===== src/include/afa_params.svh =====
/*
 * Constants for the auxiliary output, fault and absolute-value block:
 * register indices, field positions, reset values and widths.
 * Assumes an APB slave with 32-bit data and word indices times four as
 * byte addresses.
 */
`ifndef AFA_PARAMS_SVH
`define AFA_PARAMS_SVH

// Register word indices, byte address is index times four
`define AFA_IDX_CTRL     8'h01
`define AFA_IDX_CUTOFF   8'h04
`define AFA_IDX_FAULT    8'h32
`define AFA_IDX_STAT     8'h40
`define AFA_IDX_CLR      8'h41
`define AFA_IDX_EN       8'h42
`define AFA_IDX_RES      8'h43

// Control register fields
`define AFA_CTRL_W       7
`define AFA_CTRL_A_VAL   0
`define AFA_CTRL_A_TRI   1
`define AFA_CTRL_B_VAL   2
`define AFA_CTRL_B_TRI   3
`define AFA_CTRL_OD_VAL  4
`define AFA_CTRL_ABS     5
`define AFA_CTRL_HPF     6
`define AFA_CTRL_RST     7'h0A
`define AFA_CUTOFF_W     4
`define AFA_CUTOFF_RST   4'h0

// Fault register fields
`define AFA_FAULT_LATCH  0
`define AFA_FAULT_LIVE   1

// Event status, clear and enable fields
`define AFA_IRQ_W        2
`define AFA_IRQ_FAULT    0
`define AFA_IRQ_RESULT   1

// Sample path
`define AFA_NCHAN        16
`define AFA_SAMP_MAX     16'h7FFF
`define AFA_SAMP_MIN     16'h8000

`endif


===== src/include/afa_pkg.sv =====
/*
 * Types and shared arithmetic of the auxiliary output block.
 * Assumes afa_params.svh is on the include path.
 */
`include "afa_params.svh"

`default_nettype none

package afa_pkg;

    typedef logic signed [15:0] afa_samp_t;
    typedef logic [3:0]         afa_chan_t;
    typedef logic [9:0]         afa_addr_t;
    typedef logic [31:0]        afa_word_t;

    // Clamp a 17-bit result to 16 bits instead of letting it wrap
    function automatic afa_samp_t afa_sat16(input logic signed [16:0] v);
        if (v[16] != v[15]) begin
            return v[16] ? `AFA_SAMP_MIN : `AFA_SAMP_MAX;
        end
        return v[15:0];
    endfunction

endpackage

`default_nettype wire


===== src/include/afa_samp_if.sv =====
/*
 * Sample stream between the filter and absolute-value stages.
 * Assumes one clock shared by both ends; valid marks a one-cycle sample.
 */
`timescale 1ns/1ps
`default_nettype none

interface afa_samp_if;
    import afa_pkg::*;
    logic      valid;
    afa_samp_t data;
    afa_chan_t chan;
    logic      is_dc;
    modport src (output valid, output data, output chan, output is_dc);
    modport snk (input valid, input data, input chan, input is_dc);
endinterface

`default_nettype wire


===== src/core/afa_abs.sv =====
/*
 * Absolute-value stage for high-gain samples with saturation.
 * Assumes the stream comes registered from the filter stage.
 */
`timescale 1ns/1ps
`default_nettype none

module afa_abs (
    // Clock, reset, enable
    input  wire logic              pclk,
    input  wire logic              presetn,
    input  wire logic              ce,
    // Settings
    input  wire logic              enable,
    // Streams
    afa_samp_if.snk                s_in,
    afa_samp_if.src                s_out
);
    import afa_pkg::*;

    logic      flip;
    afa_samp_t mag;

    always_comb begin
        flip = enable && !s_in.is_dc && s_in.data[15];
        mag  = afa_sat16(-17'(s_in.data));
    end

    always_ff @(posedge pclk or negedge presetn) begin
        if (!presetn) begin
            s_out.valid <= 1'b0;
            s_out.data  <= '0;
            s_out.chan  <= '0;
            s_out.is_dc <= 1'b0;
        end else if (ce) begin
            s_out.valid <= s_in.valid;
            if (s_in.valid) begin
                s_out.data  <= flip ? mag : s_in.data;
                s_out.chan  <= s_in.chan;
                s_out.is_dc <= s_in.is_dc;
            end
        end
    end
endmodule // afa_abs

`default_nettype wire


===== src/core/afa_aux_ctrl.sv =====
/*
 * Top of the auxiliary output, fault detect and absolute-value block:
 * APB register slave, pin control, fault synchroniser, event flags and
 * the two-stage sample path.
 * Assumes an APB master on pclk, samples from logic on pclk and a fault
 * comparator output that is asynchronous to pclk.
 */
`timescale 1ns/1ps
`default_nettype none

`include "afa_params.svh"

module afa_aux_ctrl (
    // Clock, reset, enable
    input  wire logic              pclk,
    input  wire logic              presetn,
    input  wire logic              ce,
    // APB slave
    input  wire logic              psel,
    input  wire logic              penable,
    input  wire logic              pwrite,
    input  wire afa_pkg::afa_addr_t paddr,
    input  wire afa_pkg::afa_word_t pwdata,
    output logic [31:0]            prdata,
    output logic                   pready,
    output logic                   pslverr,
    // Fault comparator, asynchronous
    input  wire logic              fault_cmp_in,
    // Samples from the converter
    input  wire logic              samp_valid,
    input  wire afa_pkg::afa_samp_t samp_data,
    input  wire afa_pkg::afa_chan_t samp_chan,
    input  wire logic              samp_is_dc,
    input  wire logic              samp_hpf_clear,
    // Returned results
    output logic                   res_valid,
    output afa_pkg::afa_samp_t     res_data,
    output afa_pkg::afa_chan_t     res_chan,
    output logic                   res_is_dc,
    // Auxiliary pins
    output logic                   push_pull_out_a_o,
    output logic                   push_pull_out_a_oe,
    output logic                   push_pull_out_b_o,
    output logic                   push_pull_out_b_oe,
    output logic                   open_drain_out_o,
    output logic                   open_drain_out_oe,
    // Interrupt
    output logic                   irq
);
    import afa_pkg::*;

    ////////////////////////////////////////////////////////////////////////
    // Declarations

    logic [`AFA_CTRL_W-1:0]   ctrl_r;
    logic [`AFA_CUTOFF_W-1:0] cutoff_r;
    logic [`AFA_IRQ_W-1:0]    irq_stat_r;
    logic [`AFA_IRQ_W-1:0]    irq_stat_nxt;
    logic [`AFA_IRQ_W-1:0]    irq_en_r;
    logic [`AFA_IRQ_W-1:0]    irq_set;
    logic [`AFA_IRQ_W-1:0]    irq_clr;
    logic                     fault_meta_r;
    logic                     fault_sync_r;
    logic [31:0]              prdata_r;
    logic [31:0]              rdata_nxt;
    logic [7:0]               idx;
    logic                     aligned;
    logic                     mapped;
    logic                     setup;
    logic                     wr_acc;
    logic                     wr_ctrl;
    logic                     wr_cutoff;
    logic                     wr_clr;
    logic                     wr_en;

    afa_samp_if s_raw ();
    afa_samp_if s_filt ();
    afa_samp_if s_out ();

    ////////////////////////////////////////////////////////////////////////
    // APB decode

    function automatic logic afa_known(input logic [7:0] i);
        case (i)
            `AFA_IDX_CTRL,
            `AFA_IDX_CUTOFF,
            `AFA_IDX_FAULT,
            `AFA_IDX_STAT,
            `AFA_IDX_CLR,
            `AFA_IDX_EN,
            `AFA_IDX_RES:    return 1'b1;
            default:         return 1'b0;
        endcase
    endfunction

    assign idx     = paddr[9:2];
    assign aligned = (paddr[1:0] == '0);
    assign mapped  = aligned && afa_known(idx);
    assign setup   = ce && psel && !penable;

    // Clock enable low stretches the access phase instead of losing it
    assign pready  = ce;
    assign pslverr = psel && penable && !mapped;
    assign prdata  = prdata_r;

    assign wr_acc    = ce && psel && penable && pwrite && mapped;
    assign wr_ctrl   = wr_acc && (idx == `AFA_IDX_CTRL);
    assign wr_cutoff = wr_acc && (idx == `AFA_IDX_CUTOFF);
    assign wr_clr    = wr_acc && (idx == `AFA_IDX_CLR);
    assign wr_en     = wr_acc && (idx == `AFA_IDX_EN);

    ////////////////////////////////////////////////////////////////////////
    // Read data, captured in the setup cycle

    always_comb begin
        rdata_nxt = '0;
        if (aligned) begin
            case (idx)
                `AFA_IDX_CTRL:   rdata_nxt = 32'(ctrl_r);
                `AFA_IDX_CUTOFF: rdata_nxt = 32'(cutoff_r);
                `AFA_IDX_FAULT:  rdata_nxt = 32'({fault_sync_r,
                                                  irq_stat_r[`AFA_IRQ_FAULT]});
                `AFA_IDX_STAT:   rdata_nxt = 32'(irq_stat_r);
                `AFA_IDX_EN:     rdata_nxt = 32'(irq_en_r);
                `AFA_IDX_RES:    rdata_nxt = 32'({res_chan, res_is_dc, res_data});
                default:         rdata_nxt = '0;
            endcase
        end
    end

    always_ff @(posedge pclk or negedge presetn) begin
        if (!presetn) begin
            prdata_r <= '0;
        end else if (setup && !pwrite) begin
            prdata_r <= rdata_nxt;
        end
    end

    ////////////////////////////////////////////////////////////////////////
    // Control registers

    always_ff @(posedge pclk or negedge presetn) begin
        if (!presetn) begin
            ctrl_r <= `AFA_CTRL_RST;
        end else if (wr_ctrl) begin
            ctrl_r <= pwdata[`AFA_CTRL_W-1:0];
        end
    end

    always_ff @(posedge pclk or negedge presetn) begin
        if (!presetn) begin
            cutoff_r <= `AFA_CUTOFF_RST;
        end else if (wr_cutoff) begin
            cutoff_r <= pwdata[`AFA_CUTOFF_W-1:0];
        end
    end

    always_ff @(posedge pclk or negedge presetn) begin
        if (!presetn) begin
            irq_en_r <= '0;
        end else if (wr_en) begin
            irq_en_r <= pwdata[`AFA_IRQ_W-1:0];
        end
    end

    ////////////////////////////////////////////////////////////////////////
    // Auxiliary pins

    assign push_pull_out_a_oe = !ctrl_r[`AFA_CTRL_A_TRI];
    assign push_pull_out_b_oe = !ctrl_r[`AFA_CTRL_B_TRI];
    assign push_pull_out_a_o  = ctrl_r[`AFA_CTRL_A_VAL];
    assign push_pull_out_b_o  = ctrl_r[`AFA_CTRL_B_VAL];
    assign open_drain_out_o   = 1'b0;
    assign open_drain_out_oe  = ctrl_r[`AFA_CTRL_OD_VAL];

    ////////////////////////////////////////////////////////////////////////
    // Fault comparator synchroniser

    always_ff @(posedge pclk or negedge presetn) begin
        if (!presetn) begin
            fault_meta_r <= 1'b0;
            fault_sync_r <= 1'b0;
        end else if (ce) begin
            fault_meta_r <= fault_cmp_in;
            fault_sync_r <= fault_meta_r;
        end
    end

    ////////////////////////////////////////////////////////////////////////
    // Event flags and interrupt

    // A fault that persists keeps its flag set against clears
    always_comb begin
        irq_set = '0;
        irq_set[`AFA_IRQ_FAULT]  = fault_sync_r;
        irq_set[`AFA_IRQ_RESULT] = s_out.valid;
        irq_clr      = wr_clr ? pwdata[`AFA_IRQ_W-1:0] : '0;
        irq_stat_nxt = (irq_stat_r & ~irq_clr) | irq_set;
    end

    always_ff @(posedge pclk or negedge presetn) begin
        if (!presetn) begin
            irq_stat_r <= '0;
        end else if (ce) begin
            irq_stat_r <= irq_stat_nxt;
        end
    end

    assign irq = |(irq_stat_r & irq_en_r);

    ////////////////////////////////////////////////////////////////////////
    // Sample path: filter, then absolute value

    assign s_raw.valid = samp_valid;
    assign s_raw.data  = samp_data;
    assign s_raw.chan  = samp_chan;
    assign s_raw.is_dc = samp_is_dc;

    afa_hpf u_hpf (
        .pclk    (pclk),
        .presetn (presetn),
        .ce      (ce),
        .enable  (ctrl_r[`AFA_CTRL_HPF]),
        .cutoff  (cutoff_r),
        .clear   (samp_hpf_clear),
        .s_in    (s_raw),
        .s_out   (s_filt)
    );

    afa_abs u_abs (
        .pclk    (pclk),
        .presetn (presetn),
        .ce      (ce),
        .enable  (ctrl_r[`AFA_CTRL_ABS]),
        .s_in    (s_filt),
        .s_out   (s_out)
    );

    assign res_valid = s_out.valid;
    assign res_data  = s_out.data;
    assign res_chan  = s_out.chan;
    assign res_is_dc = s_out.is_dc;
endmodule // afa_aux_ctrl

`default_nettype wire


===== src/core/afa_hpf.sv =====
/*
 * Single-pole high-pass offset removal on high-gain samples, one state
 * word per channel. Assumes samples arrive from logic on pclk.
 */
`timescale 1ns/1ps
`default_nettype none

module afa_hpf (
    // Clock, reset, enable
    input  wire logic              pclk,
    input  wire logic              presetn,
    input  wire logic              ce,
    // Settings
    input  wire logic              enable,
    input  wire logic [3:0]        cutoff,
    input  wire logic              clear,
    // Streams
    afa_samp_if.snk                s_in,
    afa_samp_if.src                s_out
);
    import afa_pkg::*;

    logic signed [31:0] state_mem [0:`AFA_NCHAN-1];
    logic signed [31:0] acc_cur;
    logic signed [31:0] acc_nxt;
    logic signed [16:0] diff;
    afa_samp_t          y;
    logic               apply;

    // Cutoff zero moves the baseline fully, giving a differentiator
    always_comb begin
        apply   = enable && !s_in.is_dc;
        acc_cur = clear ? '0 : state_mem[s_in.chan];
        diff    = 17'(s_in.data) - 17'($signed(acc_cur[31:16]));
        y       = afa_sat16(diff);
        acc_nxt = acc_cur + ($signed({y, 16'h0000}) >>> cutoff);
    end

    always_ff @(posedge pclk or negedge presetn) begin
        if (!presetn) begin
            for (int i = 0; i < `AFA_NCHAN; i++) begin
                state_mem[i] <= '0;
            end
        end else if (ce && s_in.valid && (apply || clear)) begin
            state_mem[s_in.chan] <= apply ? acc_nxt : '0;
        end
    end

    always_ff @(posedge pclk or negedge presetn) begin
        if (!presetn) begin
            s_out.valid <= 1'b0;
            s_out.data  <= '0;
            s_out.chan  <= '0;
            s_out.is_dc <= 1'b0;
        end else if (ce) begin
            s_out.valid <= s_in.valid;
            if (s_in.valid) begin
                s_out.data  <= apply ? y : s_in.data;
                s_out.chan  <= s_in.chan;
                s_out.is_dc <= s_in.is_dc;
            end
        end
    end
endmodule // afa_hpf

`default_nettype wire


===== config.mk =====
export PLATFORM = sky130hd
export DESIGN_NAME = afa_aux_ctrl
export DESIGN_NICKNAME = d
export VERILOG_FILES = /design/src/include/afa_pkg.sv /design/src/include/afa_samp_if.sv /design/src/core/afa_abs.sv /design/src/core/afa_aux_ctrl.sv /design/src/core/afa_hpf.sv
export VERILOG_INCLUDE_DIRS = /design/src /design/src/include
export SDC_FILE = /design/constraint.sdc
export NUM_CORES = 1
export LEC_CHECK = 0
export ABC_AREA = 1
export BUFFER_PORTS_ARGS = -buffer_cell sky130_fd_sc_hd__buf_2
export CAP_MARGIN = 20
export CORE_MARGIN = 3
export CORE_UTILIZATION = 62
export CTS_CLUSTER_SIZE = 20
export DETAILED_ROUTE_END_ITERATION = 7
export GPL_TIMING_DRIVEN = 1
export PLACE_DENSITY_LB_ADDON = 0.25
export SKIP_LAST_GASP = 1
export SLEW_MARGIN = 20
export SYNTH_ARGS = -nofsm -noshare
export SYNTH_HDL_FRONTEND = slang
export SYNTH_HIERARCHICAL = 1
export SYNTH_SLANG_ARGS = --single-unit

===== constraint.sdc =====
create_clock -name pclk -period 6.5 [get_ports pclk]
set_clock_uncertainty 0.15 [all_clocks]
set_input_delay 0 -clock pclk [delete_from_list [all_inputs] [get_ports pclk]]
set_output_delay 0 -clock pclk [all_outputs]
set_load 0.01 [all_outputs]

Yosys cells after proc, flatten, opt, wreduce, memory -nomap -nowiden
Cells that the tools add are included.

Word-level logic and storage cells: 105. Output and inout port bits: 63. Register bits: 605. Input bits: 72.

Reductions and logical operators: 32. $lt $le $gt $ge: 2. Bitwise operators: 5. Add/subtract/negate cells: 3. Shifts and indexed selects: 1. Eq/ne operators: 9. Multiplexer cells: 22.

Operators with widths (count): bitwise mux 512 bit (1); 2-to-1 mux 32 bit (5); binary-select mux 32 bit (select 4 bit) (1); demux 32 bit (select 4 bit) (1); 2-to-1 mux 16 bit (8); case mux 21 bit (6 select lines) (1); adder 32 bit (1); equality test 8 x 7 -> 1 bit (second input constant) (4); >>> shifter 32 x 4 -> 32 bit (1); 2-to-1 mux 21 bit (1); logical AND 1 bit (19); negator 16 -> 17 bit (1); subtractor 16 x 16 -> 17 bit (1); equality test 8 x 1 -> 1 bit (second input constant) (1); equality test 8 x 3 -> 1 bit (second input constant) (1); equality test 8 x 6 -> 1 bit (second input constant) (1); zero test 1 bit (7); OR reduction 7 bit (1); greater-or-equal comparator 5 bit (second input constant) (1); < comparator 5 x 1 -> 1 bit (second input constant) (1); NOT 4 -> 5 bit (1); AND 2 bit (2); AND reduction 2 bit (2); 2-to-1 mux 1 bit (3); 7 further kinds (8).

Longest topological paths before layout
Depth in word-level cells: 13. Gate-level depth with buffers: 45. Gate-level depth less buffers: 41.

Modules after synthesis
Netlist, hierarchy kept.

Modules (own cells, without submodules): afa_hpf (seq. area each 12962.4 um^2, cells each 3082, area each 25587.0 um^2, instances 1); afa_aux_ctrl (seq. area each 953.4 um^2, cells each 259, area each 2023.2 um^2, instances 1); afa_abs (seq. area each 550.5 um^2, cells each 231, area each 1537.7 um^2, instances 1).

Least setup slack after synthesis
Ideal clock, no wire load.

Kind: input to register. Start point: in samp_chan[0]. End point: reg u_hpf/state_mem[349] (netlist name). Arrival time: 5.148 ns. Stages on the path: 38. Slack: 1.068 ns. Buffers on the path: 5. Library setup time: 0.134 ns. Required time: 6.216 ns. Cell sequence: nor2_2 > buf_2 > clkbuf_1 > buf_1 > a22oi_1 > a21oi_1 > o41a_1 > ha_1 > inv_1 > fa_1 > nand2_1 > nand2_1 > nand3_1 > nand2_1 > nand2_1 > nand2_1 > nand2_1 > nand2_2 > (+2 left out) > buf_4 > nand2_1 > inv_1 > nand3_1 > nor3_1 > ha_1 > fa_1 > nand3_1 > nand2_1 > nand4_1 > nand2_1 > a21oi_1 > inv_1 > nand3_1 > nand2_1 > o21ai_0 > clkbuf_1 > o21ai_0.

Cells in the longest elaborated chain, start to end: 13. Elaborated cells between the ends (all ways): 20. Those cells by class: 2 x add/sub; 2 x order compare; 1 x eq/ne; 1 x shift; 12 x mux; 1 x bitwise; 1 x reduce/logical.

RTL lines: from (decl) (RTL line afa_aux_ctrl.sv:32) `input wire afa_pkg::afa_chan_t samp_chan,`; NOT 4 -> 5 bit (*) (RTL line afa_hpf.sv:33, afa_hpf.sv:45); binary-select mux 32 bit (select 4 bit) (RTL line afa_hpf.sv:33) `acc_cur = clear ? '0 : state_mem[s_in.chan];`; 2-to-1 mux 32 bit (implied by the code) (2 in a row) (RTL line afa_hpf.sv:33); 2-to-1 mux 32 bit (RTL line afa_hpf.sv:33); subtractor 16 x 16 -> 17 bit (RTL line afa_hpf.sv:34) `diff = 17'(s_in.data) - 17'($signed(acc_cur[31:16]));`; 2-to-1 mux 16 bit (no line) or != test 1 bit (tied branches); 2-to-1 mux 16 bit or 2-to-1 mux 1 bit (tied branches) (RTL line afa_pkg.sv:18) `if (v[16] != v[15]) begin`; 2-to-1 mux 16 bit (RTL line afa_pkg.sv:21) `return v[15:0];`; >>> shifter 32 x 4 -> 32 bit (RTL line afa_hpf.sv:36) `acc_nxt = acc_cur + ($signed({y, 16'h0000}) >>> cutoff);`; adder 32 bit (RTL line afa_hpf.sv:36); 2-to-1 mux 32 bit (RTL line afa_hpf.sv:45) `state_mem[s_in.chan] <= apply ? acc_nxt : '0;`; bitwise mux 512 bit (*) (RTL line afa_hpf.sv:45); to (signal, indexed assignment) (RTL line afa_hpf.sv:45); to (decl) (RTL line afa_hpf.sv:23) `` logic signed [31:0] state_mem [0:`AFA_NCHAN-1]; ``.

Mark *: on every way between the ends. The rest lies on a longest branch, timed or not. The select of a mux whose other input is x is not followed. A chain may end at the register's enable or synchronous reset.

Worst setup path in the final report
Start point: in samp_chan[0]. End point: reg u_hpf/state_mem[368] (netlist name).

The elaborated chain is that of the path after synthesis.

==> qor.yml <==
fp.dieArea_mm2: 0.0497
rows: 78
fin_nets: 3938
clk_pin_slew_ps: 60
track_usage_pct: 36.7
relSlewSlack_pct: 22.0
io_buffers: 97
final_cell_mix: "nand2_1 (978), dfrtp_1 (576), o21ai_0 (538), a22oi_1 (227), inv_1 (197)"
period_needed_ps: 6250
wl_mm: 93.1
synthFlopType: "dfrtp_1"
final_common_cell: "nand2_1"
hpwl_mm: 57.4
seqCellArea_mm2: 0.0145
drtIter0Drc: 3611
ys_types: 59
hold_class: "primary input to flip-flop"
worstMarginPinSlew_ps: 1170
multi_input_area_mm2: 0.0130
outcome: "complete, no violations"
slew_viol_final: 0
yosysTopAreaCell: "dfrtp_1"
synth-edff-count: 0
clock_sinks: 578
drc: 0
synth_top_area_share_pct: 49.5
yosysSeqAreaShare_pct: 49.6
cts_made_buffers: 57
vias: 27800
critPathKind: "primary input to flip-flop"
grt_pass1_wl_mm: 146
cap_violations: 0
arrival_ps: 6610
clk_latency_ps: 640
core_mm2: 0.0459
critPathLaunchType: "primary input"
worstPathRequired_ps: 6860
fill_cells: 3255
cts_tree: "done"
hold_violations: 0
period_share_pct: 96.2
cpMostUsedCell: "nand2_1"
drive_above_1_share_pct: 14.3
setup_viol: 0
cp_top_family: "simple AND/OR/NAND/NOR gates"
p_per_area_mw_per_mm2: 281
antenna_found_initial: 1
crit_slowest_cell: "or4_4"
synth-async-reset-ratio_pct: 100
fp.dieH_um: 223
place.gp.congestion: 0.948
initial_core_util_pct: 63.5
h-tree-depth: 2
ys_seq_elements: 578
ant_nets: 0
pin_count: 135
die_w_um: 223
synth.cell_area_mm2: 0.0291
critPathMaxFanout: 38
grt_max_degree: 179
ir_drop_mv: 0.241
dp_cells: 4249
tns_ps: 0
grt.overflow.total: 0
slowest_delay_ps: 560
area_growth_pct: 18.5
synth_area_per_cell_um2: 8.16
clock-root-buffer: "clkbuf_16"
max_freq_ghz: 0.160
grt_pass1_vias: 27100
yosys_warnings: 6
rsz0062_at_grt: "true"
synth_area_leaders: "dfrtp_1 (49%), nand2_1 (13%), o21ai_0 (9.4%)"
cp-end-kind: "flip-flop"
syn_inst: 3572
clock_path_buffers: 3
cp_num_buf_inv: 9
instances_no_fill: 4463
viasPerCell: 6.23
total_power_mw: 9.72
avgRoutedWirePerCell_um: 20.9
leakage_nw: 16.2
dr.pass1.iters: 6
==> worst register-to-register path: cells and delay by family (launching register included) <==
family | cells | cell delay [ps]
AND/OR/NAND/NOR | 16 | 2640
AO/OA/AOI/OAI | 8 | 1440
adder cells (fa/ha/maj) | 2 | 630
buffers and inverters | 4 | 510
flip-flops | 1 | 380
XOR/XNOR | 1 | 90
==> cells by family after synthesis <==
group | after synthesis | share of synthesized area [%]
simple gates | 1374 | 19.8
compound gates | 1085 | 21.3
flops | 578 | 49.6
buf+inv | 470 | 6.62
fa+ha+maj | 49 | 2.15
xor+xnor | 15 | 0.451
other cells | 1 | 0.0129
==> state kept, by name, summed over array words and instances, names as in the netlist, 2 cells and up <==
signal	cells
u_abs/s_out.data	16
prdata	21
u_hpf/s_out.chan	4
ctrl_r	7
irq_en_r	2
u_hpf/state_mem	496
u_hpf/s_out.data	16
irq_stat_r	2
cutoff_r	4
u_abs/s_out.chan	4
==> power breakdown <==
| group | switching, mW | internal, mW |
|---|---|---|
| sequential | 0.257 | 3.99 |
| clock | 1.43 | 2.09 |
| combinational | 1.19 | 0.762 |
==> cell usage after synthesis (9+ instances only) <==
| cell | n |
|---|---|
| a21oi_1 | 192 |
| o21ai_1 | 39 |
| a22oi_1 | 227 |
| nor2_1 | 115 |
| dfrtp_1 | 576 |
| buf_4 | 17 |
| inv_1 | 198 |
| nand2_1 | 985 |
| nor2_4 | 9 |
| nand3_1 | 144 |
| nor2_2 | 20 |
| clkbuf_1 | 147 |
| inv_2 | 25 |
| buf_2 | 51 |
| o22ai_1 | 18 |
| nor3_1 | 15 |
| o21ai_0 | 549 |
| o21bai_1 | 10 |
| nand4_1 | 24 |
| and2_1 | 10 |
| ha_1 | 47 |
| buf_1 | 17 |
| or2_2 | 9 |
| a31oi_1 | 11 |
| nand2_2 | 11 |
==> final cells by class <==
| class | instances | share of cell area, % |
|---|---|---|
| Sequential cell | 578 | 41.9 |
| Multi-Input combinational cell | 2536 | 37.6 |
| Timing Repair Buffer | 412 | 9.88 |
| Clock buffer | 82 | 4.92 |
| Antenna cell | 1 | 0.00725 |
| Inverter | 232 | 2.56 |
| Clock inverter | 22 | 0.946 |
| Tap cell | 600 | 2.17 |
==> layer usage <==
layer	wire length, um	global-route usage (%)
met1	36300	47.6
met2	44200	61.2
met3	8350	6.91
met4	4220	15.0
met5	12	0
==> timing repair <==
item / in CTS / in global routing
hold endpoints to repair: 157 / 0
setup endpoints to repair: 0 / 300
resized for setup: 0 / 59
hold buffers: 100 / 0
buffers inserted: 0 / 6
==> final timing paths <==
kind / start / cells after the start / slack [ps] / to
max: samp_chan[0] / 37 / 250 / u_hpf/state_mem[368]
min: pwdata[2] / 4 / 30 / ctrl_r[2]
max reg2reg: u_hpf/state_mem[502] / 31 / 500 / u_hpf/state_mem[368]
min reg2reg: u_hpf/s_out.chan[3] / 2 / 330 / u_abs/s_out.chan[3]
max in group asynchronous: presetn / 4 / 4810 / u_hpf/state_mem[360]
min in group asynchronous: presetn / 3 / 410 / ctrl_r[1]
==> through the flow <==
stage          hold WS, ps  worst slack, ps  area (um^2)  utilization, %
6_report              34.1              248        34500            75.3
5_1_grt               24.4            -88.5        34500            75.3
4_1_cts               12.6              179        34200            74.6
3_5_place_dp         -66.9              122        31200            67.9
3_3_place_gp         -80.7              220        31200            67.9
2_1_floorplan         -446             1070        29200               -
Note: power is estimated with default switching activity, not from simulation.
